### src/logic/pvcr_pkg.sv
// pvcr_pkg: constants for the vendor control register bank.
// assumes a 50 MHz management-side clock and a 16-bit register map.
package pvcr_pkg;

  // register addresses (5-bit management address space)
  localparam logic [4:0] PVCR_ADDR_DIGITAL_POWER_CONTROL = 5'h10;
  localparam logic [4:0] PVCR_ADDR_ANALOG_FRONTEND_CONTROL = 5'h11;
  localparam logic [4:0] PVCR_ADDR_SYMBOL_ERROR_FRAME_COUNT = 5'h15;
  localparam logic [4:0] PVCR_ADDR_STRAP_OVERRIDE_CONTROL = 5'h16;

  // field positions
  localparam int PVCR_BIT_PLL_OFF = 4;
  localparam int PVCR_BIT_SLOW_OSC = 5;
  localparam int PVCR_BIT_WAKE_ENABLE = 15;
  localparam int PVCR_BIT_BCAST_DISABLE = 9;
  localparam int PVCR_BIT_REPEATER = 7;
  localparam int PVCR_BIT_MII_OVERRIDE = 0;

  // reset values; wake enable bit comes from its strap instead
  localparam logic [15:0] PVCR_RST_DIGITAL_POWER_CONTROL = 16'h0000;
  localparam logic [15:0] PVCR_RST_ANALOG_FRONTEND_CONTROL = 16'h0000;
  localparam logic [15:0] PVCR_RST_STRAP_OVERRIDE_CONTROL = 16'h0001;
  // implemented bits of the override register: 15, 14:11, 9, 8, 7, 0
  localparam logic [15:0] PVCR_MASK_STRAP_OVERRIDE = 16'hfb81;

  // management frame layout
  localparam logic [1:0] PVCR_OP_READ = 2'h2;
  localparam logic [1:0] PVCR_OP_WRITE = 2'h1;
  localparam logic [4:0] PVCR_HEADER_BITS = 5'h0c;
  localparam logic [4:0] PVCR_DATA_BITS = 5'h10;
  localparam logic [5:0] PVCR_PREAMBLE_MIN = 6'h20;
  localparam logic [4:0] PVCR_BROADCAST_ADDR = 5'h00;

  typedef enum logic [2:0] {
    PVCR_HUNT,
    PVCR_START,
    PVCR_HEADER,
    PVCR_TURN1,
    PVCR_TURN2,
    PVCR_RDATA,
    PVCR_WDATA
  } pvcr_state_t;

endpackage

### src/logic/pvcr_error_counter.sv
// pvcr_error_counter: 16-bit counter of received symbol-error frames.
// assumes eventIn and clearIn are one-cycle pulses on clk.
`timescale 1ns/10ps
module pvcr_error_counter #(
  parameter int WIDTH = 16
) (
  input wire logic clk,
  input wire logic reset_n,
  input wire logic eventIn,
  input wire logic clearIn,
  output logic [WIDTH-1:0] count
);

  typedef struct packed {
    logic [WIDTH-1:0] count;
  } pvcr_cnt_state_t;

  pvcr_cnt_state_t state_reg;
  pvcr_cnt_state_t state_next;

  always_comb begin
    state_next = state_reg;
    // clear first, then add the event, so a same-cycle frame survives
    if (clearIn) begin
      state_next.count = '0;
    end
    // saturate rather than wrap so software never sees a false small count
    if (eventIn && (state_next.count != {WIDTH{1'b1}})) begin
      state_next.count = state_next.count + 1'b1;
    end
  end

  always_ff @(posedge clk or negedge reset_n) begin
    if (!reset_n) begin
      state_reg <= '0;
    end else begin
      state_reg <= state_next;
    end
  end

  assign count = state_reg.count;

endmodule // pvcr_error_counter

### src/logic/pvcr_registers.sv
// pvcr_registers: vendor control registers behind the serial management port.
// assumes mdc and mdioIn are synchronous to clk; mdc well below clk/4.
`timescale 1ns/10ps
// Function
// pll off bit stops pll in power-down
// slow oscillator bit deselects crystal input clock
// slow oscillator also powers down analog frontend
// symbol error frame count, cleared by read
// wake enable plus select field drive pins
// wake enable bit loaded from strap
// broadcast disable stops address zero broadcast
// repeater override forces back-to-back mode
// controller must also set mii override
// power-down mode enabled by expanded control bit
// mii override forces mii, resets to one
// read returns old count, no event lost
module pvcr_registers
  import pvcr_pkg::*;
(
  input wire logic clk,
  input wire logic reset_n,
  input wire logic mdc,
  input wire logic mdioIn,
  output logic mdioOut,
  output logic mdioOe,
  input wire logic [4:0] phyAddress,
  input wire logic wakeOutputEnableStrap,
  input wire logic repeaterStrap,
  input wire logic miiStrap,
  input wire logic edpdEnable,
  input wire logic edpdActive,
  input wire logic softPowerDown,
  input wire logic [1:0] wakeOutputSelect,
  input wire logic wakeEvent,
  input wire logic symbolErrorFrame,
  output logic pllShutdown,
  output logic slowOscSelect,
  output logic analogPowerDown,
  output logic wakePinA,
  output logic wakePinB,
  output logic repeaterPairingMode,
  output logic miiMode
);

  typedef struct packed {
    pvcr_state_t st;
    logic [4:0] bitCnt;
    logic [5:0] ones;
    logic [15:0] shift;
    logic [4:0] regAddr;
    logic strapDone;
    logic mdcPrev;
    logic [15:0] digitalPowerControl;
    logic [15:0] analogFrontendControl;
    logic [15:0] strapOverrideControl;
    logic mdioOut;
    logic mdioOe;
    logic pllShutdown;
    logic slowOscSelect;
    logic analogPowerDown;
    logic wakePinA;
    logic wakePinB;
    logic repeaterPairingMode;
    logic miiMode;
  } pvcr_regs_state_t;

  pvcr_regs_state_t state_reg;
  pvcr_regs_state_t state_next;
  logic [15:0] errorCount;
  logic mdcRise;
  logic countClear;
  logic addrMatch;
  logic [15:0] readValue;
  logic wakeEnable;
  logic wakeLevel;

  pvcr_error_counter #(
    .WIDTH(16)
  ) u_error_counter (
    .clk(clk),
    .reset_n(reset_n),
    .eventIn(symbolErrorFrame),
    .clearIn(countClear),
    .count(errorCount)
  );

  assign mdcRise = mdc && !state_reg.mdcPrev;

  // clear on the snapshot edge itself, so a frame counted there is kept
  assign countClear = mdcRise && (state_reg.st == PVCR_TURN2) && state_reg.mdioOe &&
    (state_reg.regAddr == PVCR_ADDR_SYMBOL_ERROR_FRAME_COUNT);

  // own address always; address zero too unless broadcast is disabled
  assign addrMatch = (state_reg.shift[9:5] == phyAddress) ||
    ((state_reg.shift[9:5] == PVCR_BROADCAST_ADDR) &&
     !state_reg.strapOverrideControl[PVCR_BIT_BCAST_DISABLE]);

  always_comb begin
    unique case (state_reg.shift[4:0])
      PVCR_ADDR_DIGITAL_POWER_CONTROL: readValue = state_reg.digitalPowerControl;
      PVCR_ADDR_ANALOG_FRONTEND_CONTROL: readValue = state_reg.analogFrontendControl;
      PVCR_ADDR_SYMBOL_ERROR_FRAME_COUNT: readValue = errorCount;
      PVCR_ADDR_STRAP_OVERRIDE_CONTROL: readValue = state_reg.strapOverrideControl;
      default: readValue = 16'h0000;
    endcase
  end

  assign wakeEnable = state_reg.strapOverrideControl[PVCR_BIT_WAKE_ENABLE];
  // select bit 1 picks polarity, bit 0 picks the pin
  assign wakeLevel = wakeEvent ^ wakeOutputSelect[1];

  always_comb begin
    state_next = state_reg;
    state_next.mdcPrev = mdc;

    // strap is caught on the first clock after reset release
    if (!state_reg.strapDone) begin
      state_next.strapDone = 1'b1;
      state_next.strapOverrideControl[PVCR_BIT_WAKE_ENABLE] = wakeOutputEnableStrap;
    end

    if (mdcRise) begin
      unique case (state_reg.st)
        PVCR_HUNT: begin
          if (mdioIn) begin
            if (state_reg.ones != PVCR_PREAMBLE_MIN) begin
              state_next.ones = state_reg.ones + 6'h01;
            end
          end else begin
            // a zero only counts as start after a full preamble
            state_next.st = (state_reg.ones == PVCR_PREAMBLE_MIN) ? PVCR_START : PVCR_HUNT;
            state_next.ones = 6'h00;
          end
        end
        PVCR_START: begin
          state_next.st = mdioIn ? PVCR_HEADER : PVCR_HUNT;
          state_next.bitCnt = 5'h00;
        end
        PVCR_HEADER: begin
          state_next.shift = {state_reg.shift[14:0], mdioIn};
          state_next.bitCnt = state_reg.bitCnt + 5'h01;
          if (state_reg.bitCnt == PVCR_HEADER_BITS - 5'h01) begin
            state_next.st = PVCR_TURN1;
          end
        end
        PVCR_TURN1: begin
          state_next.regAddr = state_reg.shift[4:0];
          if (!addrMatch) begin
            state_next.st = PVCR_HUNT;
          end else if (state_reg.shift[11:10] == PVCR_OP_READ) begin
            state_next.st = PVCR_TURN2;
            state_next.mdioOe = 1'b1;
            state_next.mdioOut = 1'b0;
          end else if (state_reg.shift[11:10] == PVCR_OP_WRITE) begin
            state_next.st = PVCR_TURN2;
          end else begin
            state_next.st = PVCR_HUNT;
          end
        end
        PVCR_TURN2: begin
          state_next.bitCnt = 5'h00;
          if (state_reg.mdioOe) begin
            // snapshot and clear in one edge: old count goes out
            state_next.st = PVCR_RDATA;
            state_next.shift = {readValue[14:0], 1'b0};
            state_next.mdioOut = readValue[15];
          end else begin
            state_next.st = PVCR_WDATA;
          end
        end
        PVCR_RDATA: begin
          state_next.bitCnt = state_reg.bitCnt + 5'h01;
          state_next.mdioOut = state_reg.shift[15];
          state_next.shift = {state_reg.shift[14:0], 1'b0};
          if (state_reg.bitCnt == PVCR_DATA_BITS - 5'h01) begin
            state_next.st = PVCR_HUNT;
            state_next.mdioOe = 1'b0;
            state_next.mdioOut = 1'b0;
          end
        end
        PVCR_WDATA: begin
          state_next.bitCnt = state_reg.bitCnt + 5'h01;
          state_next.shift = {state_reg.shift[14:0], mdioIn};
          if (state_reg.bitCnt == PVCR_DATA_BITS - 5'h01) begin
            state_next.st = PVCR_HUNT;
            unique case (state_reg.regAddr)
              PVCR_ADDR_DIGITAL_POWER_CONTROL:
                state_next.digitalPowerControl = {state_reg.shift[14:0], mdioIn};
              PVCR_ADDR_ANALOG_FRONTEND_CONTROL:
                state_next.analogFrontendControl = {state_reg.shift[14:0], mdioIn};
              PVCR_ADDR_STRAP_OVERRIDE_CONTROL:
                state_next.strapOverrideControl =
                  {state_reg.shift[14:0], mdioIn} & PVCR_MASK_STRAP_OVERRIDE;
              default: ;
            endcase
          end
        end
        default: state_next.st = PVCR_HUNT;
      endcase
    end

    // pll only stops when the expanded-control mode is on and idle
    state_next.pllShutdown = state_reg.digitalPowerControl[PVCR_BIT_PLL_OFF] &&
      edpdEnable && edpdActive;
    state_next.slowOscSelect = state_reg.analogFrontendControl[PVCR_BIT_SLOW_OSC];
    state_next.analogPowerDown = softPowerDown ||
      state_reg.analogFrontendControl[PVCR_BIT_SLOW_OSC];
    state_next.wakePinA = wakeEnable && !wakeOutputSelect[0] && wakeLevel;
    state_next.wakePinB = wakeEnable && wakeOutputSelect[0] && wakeLevel;
    // repeater override only counts with mii override also set
    state_next.repeaterPairingMode = repeaterStrap ||
      (state_reg.strapOverrideControl[PVCR_BIT_REPEATER] &&
       state_reg.strapOverrideControl[PVCR_BIT_MII_OVERRIDE]);
    state_next.miiMode = miiStrap ||
      state_reg.strapOverrideControl[PVCR_BIT_MII_OVERRIDE];
  end

  always_ff @(posedge clk or negedge reset_n) begin
    if (!reset_n) begin
      state_reg <= '0;
      state_reg.st <= PVCR_HUNT;
      state_reg.digitalPowerControl <= PVCR_RST_DIGITAL_POWER_CONTROL;
      state_reg.analogFrontendControl <= PVCR_RST_ANALOG_FRONTEND_CONTROL;
      state_reg.strapOverrideControl <= PVCR_RST_STRAP_OVERRIDE_CONTROL;
    end else begin
      state_reg <= state_next;
    end
  end

  assign mdioOut = state_reg.mdioOut;
  assign mdioOe = state_reg.mdioOe;
  assign pllShutdown = state_reg.pllShutdown;
  assign slowOscSelect = state_reg.slowOscSelect;
  assign analogPowerDown = state_reg.analogPowerDown;
  assign wakePinA = state_reg.wakePinA;
  assign wakePinB = state_reg.wakePinB;
  assign repeaterPairingMode = state_reg.repeaterPairingMode;
  assign miiMode = state_reg.miiMode;

endmodule // pvcr_registers

### config.mk
export PLATFORM = sky130hd
export DESIGN_NAME = pvcr_registers
export DESIGN_NICKNAME = d
export VERILOG_FILES = /design/src/logic/pvcr_pkg.sv /design/src/logic/pvcr_error_counter.sv /design/src/logic/pvcr_registers.sv
export SDC_FILE = /design/constraint.sdc
export NUM_CORES = 1
export LEC_CHECK = 0
export BUFFER_PORTS_ARGS = -buffer_cell sky130_fd_sc_hd__buf_2
export CORE_MARGIN = 2
export CORE_UTILIZATION = 25
export DETAILED_ROUTE_END_ITERATION = 6
export GPL_ROUTABILITY_DRIVEN = 0
export HOLD_SLACK_MARGIN = 0.15
export SLEW_MARGIN = 10
export SYNTH_ARGS = -nofsm -noshare
export SYNTH_HDL_FRONTEND = slang
export SYNTH_HIERARCHICAL = 1
export SYNTH_SLANG_ARGS = --single-unit
### constraint.sdc
create_clock -name clk -period 6.3 [get_ports clk]
set_clock_uncertainty 0.15 [all_clocks]
set_input_delay 0.945 -clock clk [delete_from_list [all_inputs] [get_ports clk]]
set_output_delay 0.945 -clock clk [all_outputs]
set_load 0.02 [all_outputs]
==> qor.yml, run 1 <==
startpoint_type: "register"
drive_gt1_share_pct: 22.86
numCtsBuffers: 9
ff_latch_area_um2: 2579
grtUsageTotal_pct: 11.84
dr.first_iter.drc_count: 294
cp-end-kind: "register"
ys_ff_latch: 103
syn_inst: 482
netlist_area_um2: 5180
grt_max_degree: 64
setup_tns_ns: 0
status: "finished, final reports clean"
io_buffers: 27
min_period_ns: 2.959
fin_crit_sh_pct: 46.97
cts_hold_buf: 0
std_cell_rows: 52
tightest_slew_ns: 1.151
vdd_drop_max_v: 0.0001530
clkLatencyLatePin_ns: 0.36
vias: 3771
grt_pass1_wl_mm: 20.39
synth_fp_nets: 506
overflow: 0
synth-main-ff-cell: "dfrtp_1"
setup_violations: 0
multi_input_area_um2: 2440
root_buffer: "clkbuf_16"
cts_sinks: 103
antenna_cells: 0
nets: 522
synth_warnings: 6
rsz0062_at_grt: "no"
synth.distinct_cells: 62
core_area_um2: 20300
viasPerCell: 4.878
synth_edf_count: 0
die_area_um2: 21890
routed_wl_mm: 12.22
critPathKind: "register to register"
final_util_pct: 28.85
antenna_left: 0
antenna_found_initial: 0
largest_register_ffs: 77
cts_resized: 0
cp_max_fo: 10
place_hpwl_mm: 8.044
avgSynthCellArea_um2: 10.75
cp.required_ns: 6.39
routedWlPerCell_um: 15.81
worstPathArrival_ns: 3.05
dieHeight_um: 147.9
leakagePower_nw: 2.682
r2r_slack_ns: 3.34
maxSlewViolCount: 0
areaGrowthSynthToFinish_pct: 13.07
async_reset_ff_share_pct: 100.0
cts_buffer_depth: 2
cts_post_setup_buffers_inserted: 0
first_pass_iters: 7
hold_class: "register to register"
tritoncts: "yes"
drc: 0
cellPowerDensity_nw_per_um2: 305.6
finalHoldViolCount: 0
grt_pass1_vias: 3787
htreeDepth: 3
path_clk_slew_ns: 0.07
relSlewSlack_pct: 22.86
cap_violations: 0
synth-seq-area-share_pct: 49.78
max_freq_ghz: 0.3379
pin_count: 28
start_util_pct: 25.52
die_x_um: 147.9
nFillCells: 2136
[layout by cell type (no fill, tap or decap), drive strengths merged, types with 7 or more instances in the layout]
cell,instances
a21oi,11
a221o,15
a222oi,8
a31oi,7
and3,7
buf,32
clkbuf,10
dfrtp,102
inv,12
mux2,44
nand2,76
nand3,15
nor2,30
nor3,8
nor4,9
o21ai,18
xnor2,7
[cells in the mapped netlist, drive strengths merged (9+ instances only)]
| cell type | count | area (um^2) |
|---|---|---|
| mux2 | 44 | 495.5 |
| buf | 15 | 92.58 |
| o21ai | 18 | 90.09 |
| clkbuf | 12 | 45.04 |
| a21oi | 11 | 55.05 |
| inv | 11 | 41.29 |
| nor2 | 30 | 112.6 |
| nor4 | 9 | 98.84 |
| nand2 | 76 | 285.3 |
| dfrtp | 102 | 2552 |
| a221o | 15 | 150.1 |
| nand3 | 15 | 80.08 |
[cells by family (layout without fill, tap and decap cells)]
| group | Yosys count | in the layout | share of synthesized area [%] |
|---|---|---|---|
| other cells | 1 | 1 | 0.07239 |
| simple gates | 190 | 190 | 21.01 |
| buf+inv | 38 | 59 | 3.454 |
| mux | 49 | 49 | 10.53 |
| fa+ha+maj | 5 | 5 | 1.208 |
| xor+xnor | 10 | 10 | 1.691 |
| compound gates | 86 | 86 | 12.25 |
| flops | 103 | 103 | 49.78 |
[final timing paths]
kind                                            from                        end  cells past startpoint
max                        state_reg[86]$_DFFE_PN0P_  state_reg[52]$_DFFE_PN0P_                      8
min                        state_next[5]$_DFFE_PN0P_    slowOscSelect$_DFF_PN0_                      0
max reg2reg                state_reg[86]$_DFFE_PN0P_  state_reg[52]$_DFFE_PN0P_                      8
min reg2reg                state_next[5]$_DFFE_PN0P_    slowOscSelect$_DFF_PN0_                      0
max in group asynchronous                    reset_n        mdioOut$_DFFE_PN0P_                      2
min in group asynchronous                    reset_n  state_reg[70]$_DFFE_PN0P_                      1
[report_power, final]
part           internal, W  leakage [nW]  switching [W]
clock             0.000280         0.131       0.000265
combinational     0.000146          1.19       0.000208
sequential        0.000739          1.36       0.000151
total              0.00117          2.68       0.000624
[cell type report]
class | count | share of cell area [%]
clock buffers | 10 | 4.080
clock inverters | 6 | 0.7691
inverters | 11 | 0.7050
multi-input cells | 341 | 41.66
flip-flops and latches | 103 | 44.03
well taps | 270 | 5.768
repair buffers | 32 | 2.991
[metrics by stage]
step / cells / hold slack, ns / power [W] / worst slack [ns] / instance area, um^2
2_1_floorplan: 482 / 0.2327 / 0.001125 / 3.616 / 5180
3_3_place_gp: 757 / 0.2629 / 0.001251 / 3.139 / 5573
3_5_place_dp: 757 / 0.2723 / 0.001254 / 3.120 / 5573
4_1_cts: 773 / 0.2883 / 0.001807 / 3.327 / 5857
5_1_grt: 773 / 0.3070 / 0.001895 / 3.036 / 5857
6_report: 773 / 0.2809 / 0.001790 / 3.341 / 5857
[layer usage]
layer,track usage [%],wire length (um),vias up
met5,0,0,-
met3,2.654,540,13
met1,16.83,5905,1882
li1,-,-,1793
met4,3.333,165,0
met2,18.16,5608,83
[worst max-delay path, stage by stage (launching register included)]
cell and delay (ns):
dfrtp_1 0.40, ha_1 0.23, and3_1 0.17, ha_1 0.21, nand4b_1 0.13, nor4_1 0.27, nor2b_1 0.58, buf_4 0.33
mux2_2 0.36
No activity file was read; power rests on OpenSTA's default activity.
==> inputs of run 2 (changes only) <==
==> constraint.sdc (replaced) <==
create_clock -name clk -period 2.9 [get_ports clk]
set_clock_uncertainty 0.15 [all_clocks]
set_input_delay 0.435 -clock clk [delete_from_list [all_inputs] [get_ports clk]]
set_output_delay 0.435 -clock clk [all_outputs]
set_load 0.02 [all_outputs]
==> run 2 against run 1 <==
  * Via count increased by 1.4%
  * Worst hold slack got worse by 0.12 ns
  * Die area unchanged
  * Non-clock buffer count increased by 13
  * First-iteration DRC count decreased by 13%
  * Critical path depth increased by 2
  * Largest power group unchanged
==> qor.yml, run 2 (synthesized netlist as in run 1, its figures left out) <==
critical-path-top-delay-family: "simple AND/OR/NAND/NOR gates"
core_area_um2: 20300  # unchanged
htreeDepth: 3  # unchanged
routedWlPerCell_um: 15.71  # -0.61%
crit_slowest_cell: "dlygate4sd3_1"
largest_register_ffs: 77  # unchanged
nets: 535  # +2.5%
leakagePower_nw: 2.770  # +3.3%
place_hpwl_mm: 8.360  # +3.9%
areaGrowthSynthToFinish_pct: 15.77
routed_wl_mm: 12.33  # +0.93%
mostFrequentLayoutCell: "dfrtp_1"
setup_violations: 0  # unchanged
cellPowerDensity_nw_per_um2: 676.4  # +120%
drc: 0  # unchanged
path_clk_slew_ns: 0.08  # about the same
start_util_pct: 25.52  # unchanged
cap_violations: 0  # unchanged
min_period_ns: 2.615
drive_gt1_share_pct: 23.69  # +0.83 points
pin_count: 28  # unchanged
status: "finished, final reports clean"
die_x_um: 147.9  # unchanged
dieHeight_um: 147.9  # unchanged
startpoint: "mdc"
viasPerCell: 4.873  # -0.12%
setup_tns_ns: 0  # unchanged
cp-end-kind: "register"
most-common-layout-cells: "102 x dfrtp_1, 76 x nand2_1, 44 x mux2_2, 30 x nor2_1, 26 x buf_2"
grtUsageTotal_pct: 11.65  # -0.20 points
hp-start: "edpdEnable"
cp_max_fo: 11  # +1
whs_ns: 0.1649  # -0.1160 ns
cp.required_ns: 3.02  # -3.37 ns
vias: 3825  # +1.4%
r2r-start: "state_reg[86]$_DFFE_PN0P_"
tightest_slew_ns: 0.5539  # -0.5970 ns
final_util_pct: 29.54  # +0.69 points
met2_usage_pct: 18.09  # -0.070 points
std_cell_rows: 52  # unchanged
antenna_left: 0  # unchanged
gr-max-usage-layer: "met2"
grt_pass1_vias: 3730  # -1.5%
vdd_drop_max_v: 0.0002945  # +92%
overflow: 0  # unchanged
antenna_found_initial: 0  # unchanged
first_pass_iters: 5  # -2
critPathKind: "input pin to register"
final_cell_area_um2: 5997  # +2.4%
post-place-cells: 765  # +1.1%
use_met1_pct: 16.46  # -0.37 points
finalHoldViolCount: 0  # unchanged
crit_chain: "dlygate4sd3_1 > buf_2 > nor2b_4 > nand4b_1 > nor4_1 > buf_4 > nand4b_2 > nor3_2 > nor4b_2 > mux2i_1"
maxSlewViolCount: 0  # unchanged
numCtsBuffers: 9  # unchanged
max_freq_ghz: 0.3825
relSlewSlack_pct: 63.07  # +40 points
path_buf_inv: 3  # +2
root_buffer: "clkbuf_16"
grt_pass1_wl_mm: 20.11  # -1.4%
die_area_um2: 21890  # unchanged
startpoint_type: "input pin"
nFillCells: 2125  # -0.51%
slowest_delay_ns: 0.52  # -0.06 ns
post_dp_cell_area_um2: 5628  # +0.99%
fin_crit_sh_pct: 90.16
clkLatencyLatePin_ns: 0.35  # about the same
tritoncts: "yes"
rsz0062_at_grt: "no"
cts_sinks: 103  # unchanged
hold_class: "input pin to register"
instances_no_fill: 785  # +1.6%
use_met3_pct: 2.500  # -0.15 points
io_buffers: 27  # unchanged
antenna_cells: 0  # unchanged
dr.first_iter.drc_count: 257  # -13%
grt_max_degree: 46  # -28%
worstPathArrival_ns: 2.74  # -0.31 ns
cts_buffer_depth: 2  # unchanged
[run 2: changes by cell type in the layout (fill, tap and decap cells not counted)]
cell / change
buf_12: +1
nor4_4: -1
dlygate4sd3_1: +5
inv_8: +1
nor4_2: +1
buf_4: +7
nor4b_2: +1
bufinv_16: +2
clkbuf_8: -1
nor4b_4: -1
clkinvlp_4: -3
[run 2: cell type report]
cell class,count,area [um^2],share of cell area [%]
Inverter,11,41.29,0.6885
Multi-Input combinational cell,341,2422,40.39
Clock inverter,6,93.84,1.565
Clock buffer,9,225.2,3.755
Timing Repair Buffer,45,297.8,4.966
Tap cell,270,337.8,5.633
Sequential cell,103,2579,43.00
[run 2: path summary, 6_finish.rpt]
| path | to | slack, ns | cells after the start |
|---|---|---|---|
| worst max-delay path | u_error_counter/count[9]$_DFF_PN0_ | 0.29 | 10 |
| worst min-delay path | pllShutdown$_DFF_PN0_ | 0.16 | 2 |
| worst max register to register | state_reg[21]$_DFFE_PN0P_ | 0.38 | 6 |
| worst min register to register | slowOscSelect$_DFF_PN0_ | 0.29 | 0 |
| max in group asynchronous | state_reg[9]$_DFFE_PN1P_ | 1.43 | 3 |
| min in group asynchronous | analogPowerDown$_DFF_PN0_ | 0.46 | 2 |
[run 2: where the power goes]
part,switching [W],internal (W)
Combinational,0.000464,0.000343
Sequential,0.000327,0.00161
Clock,0.000555,0.000761
[run 2: metrics by stage]
stage | power [W] | worst slack, ns
3_5_place_dp | 0.002755 | 0.4086
3_3_place_gp | 0.002739 | 0.4476
5_1_grt | 0.004290 | 0.1239
6_report | 0.004056 | 0.2853
2_1_floorplan | 0.002444 | 0.5794
4_1_cts | 0.004100 | 0.3025
[run 2: per-layer routing]
metal  vias up  wire length [um]
li1       1817                 -
met1      1918              5920
met2        77              5731
met3        13               540
met4         0               140
met5         -                 0
[run 2: worst reg2reg max path, cell delays in order, from the launching register on]
cell,delay (ns)
dfrtp_1,0.40
ha_1,0.23
and3_1,0.17
ha_1,0.22
nand4b_1,0.13
or4b_1,0.75
mux2_2,0.36
[run 2: timing repair]
item / in CTS / in global routing
resized for setup: 0 / 0
setup buffers: 0 / 0
hold endpoints to repair: 44 / 0
hold buffers: 5 / 0
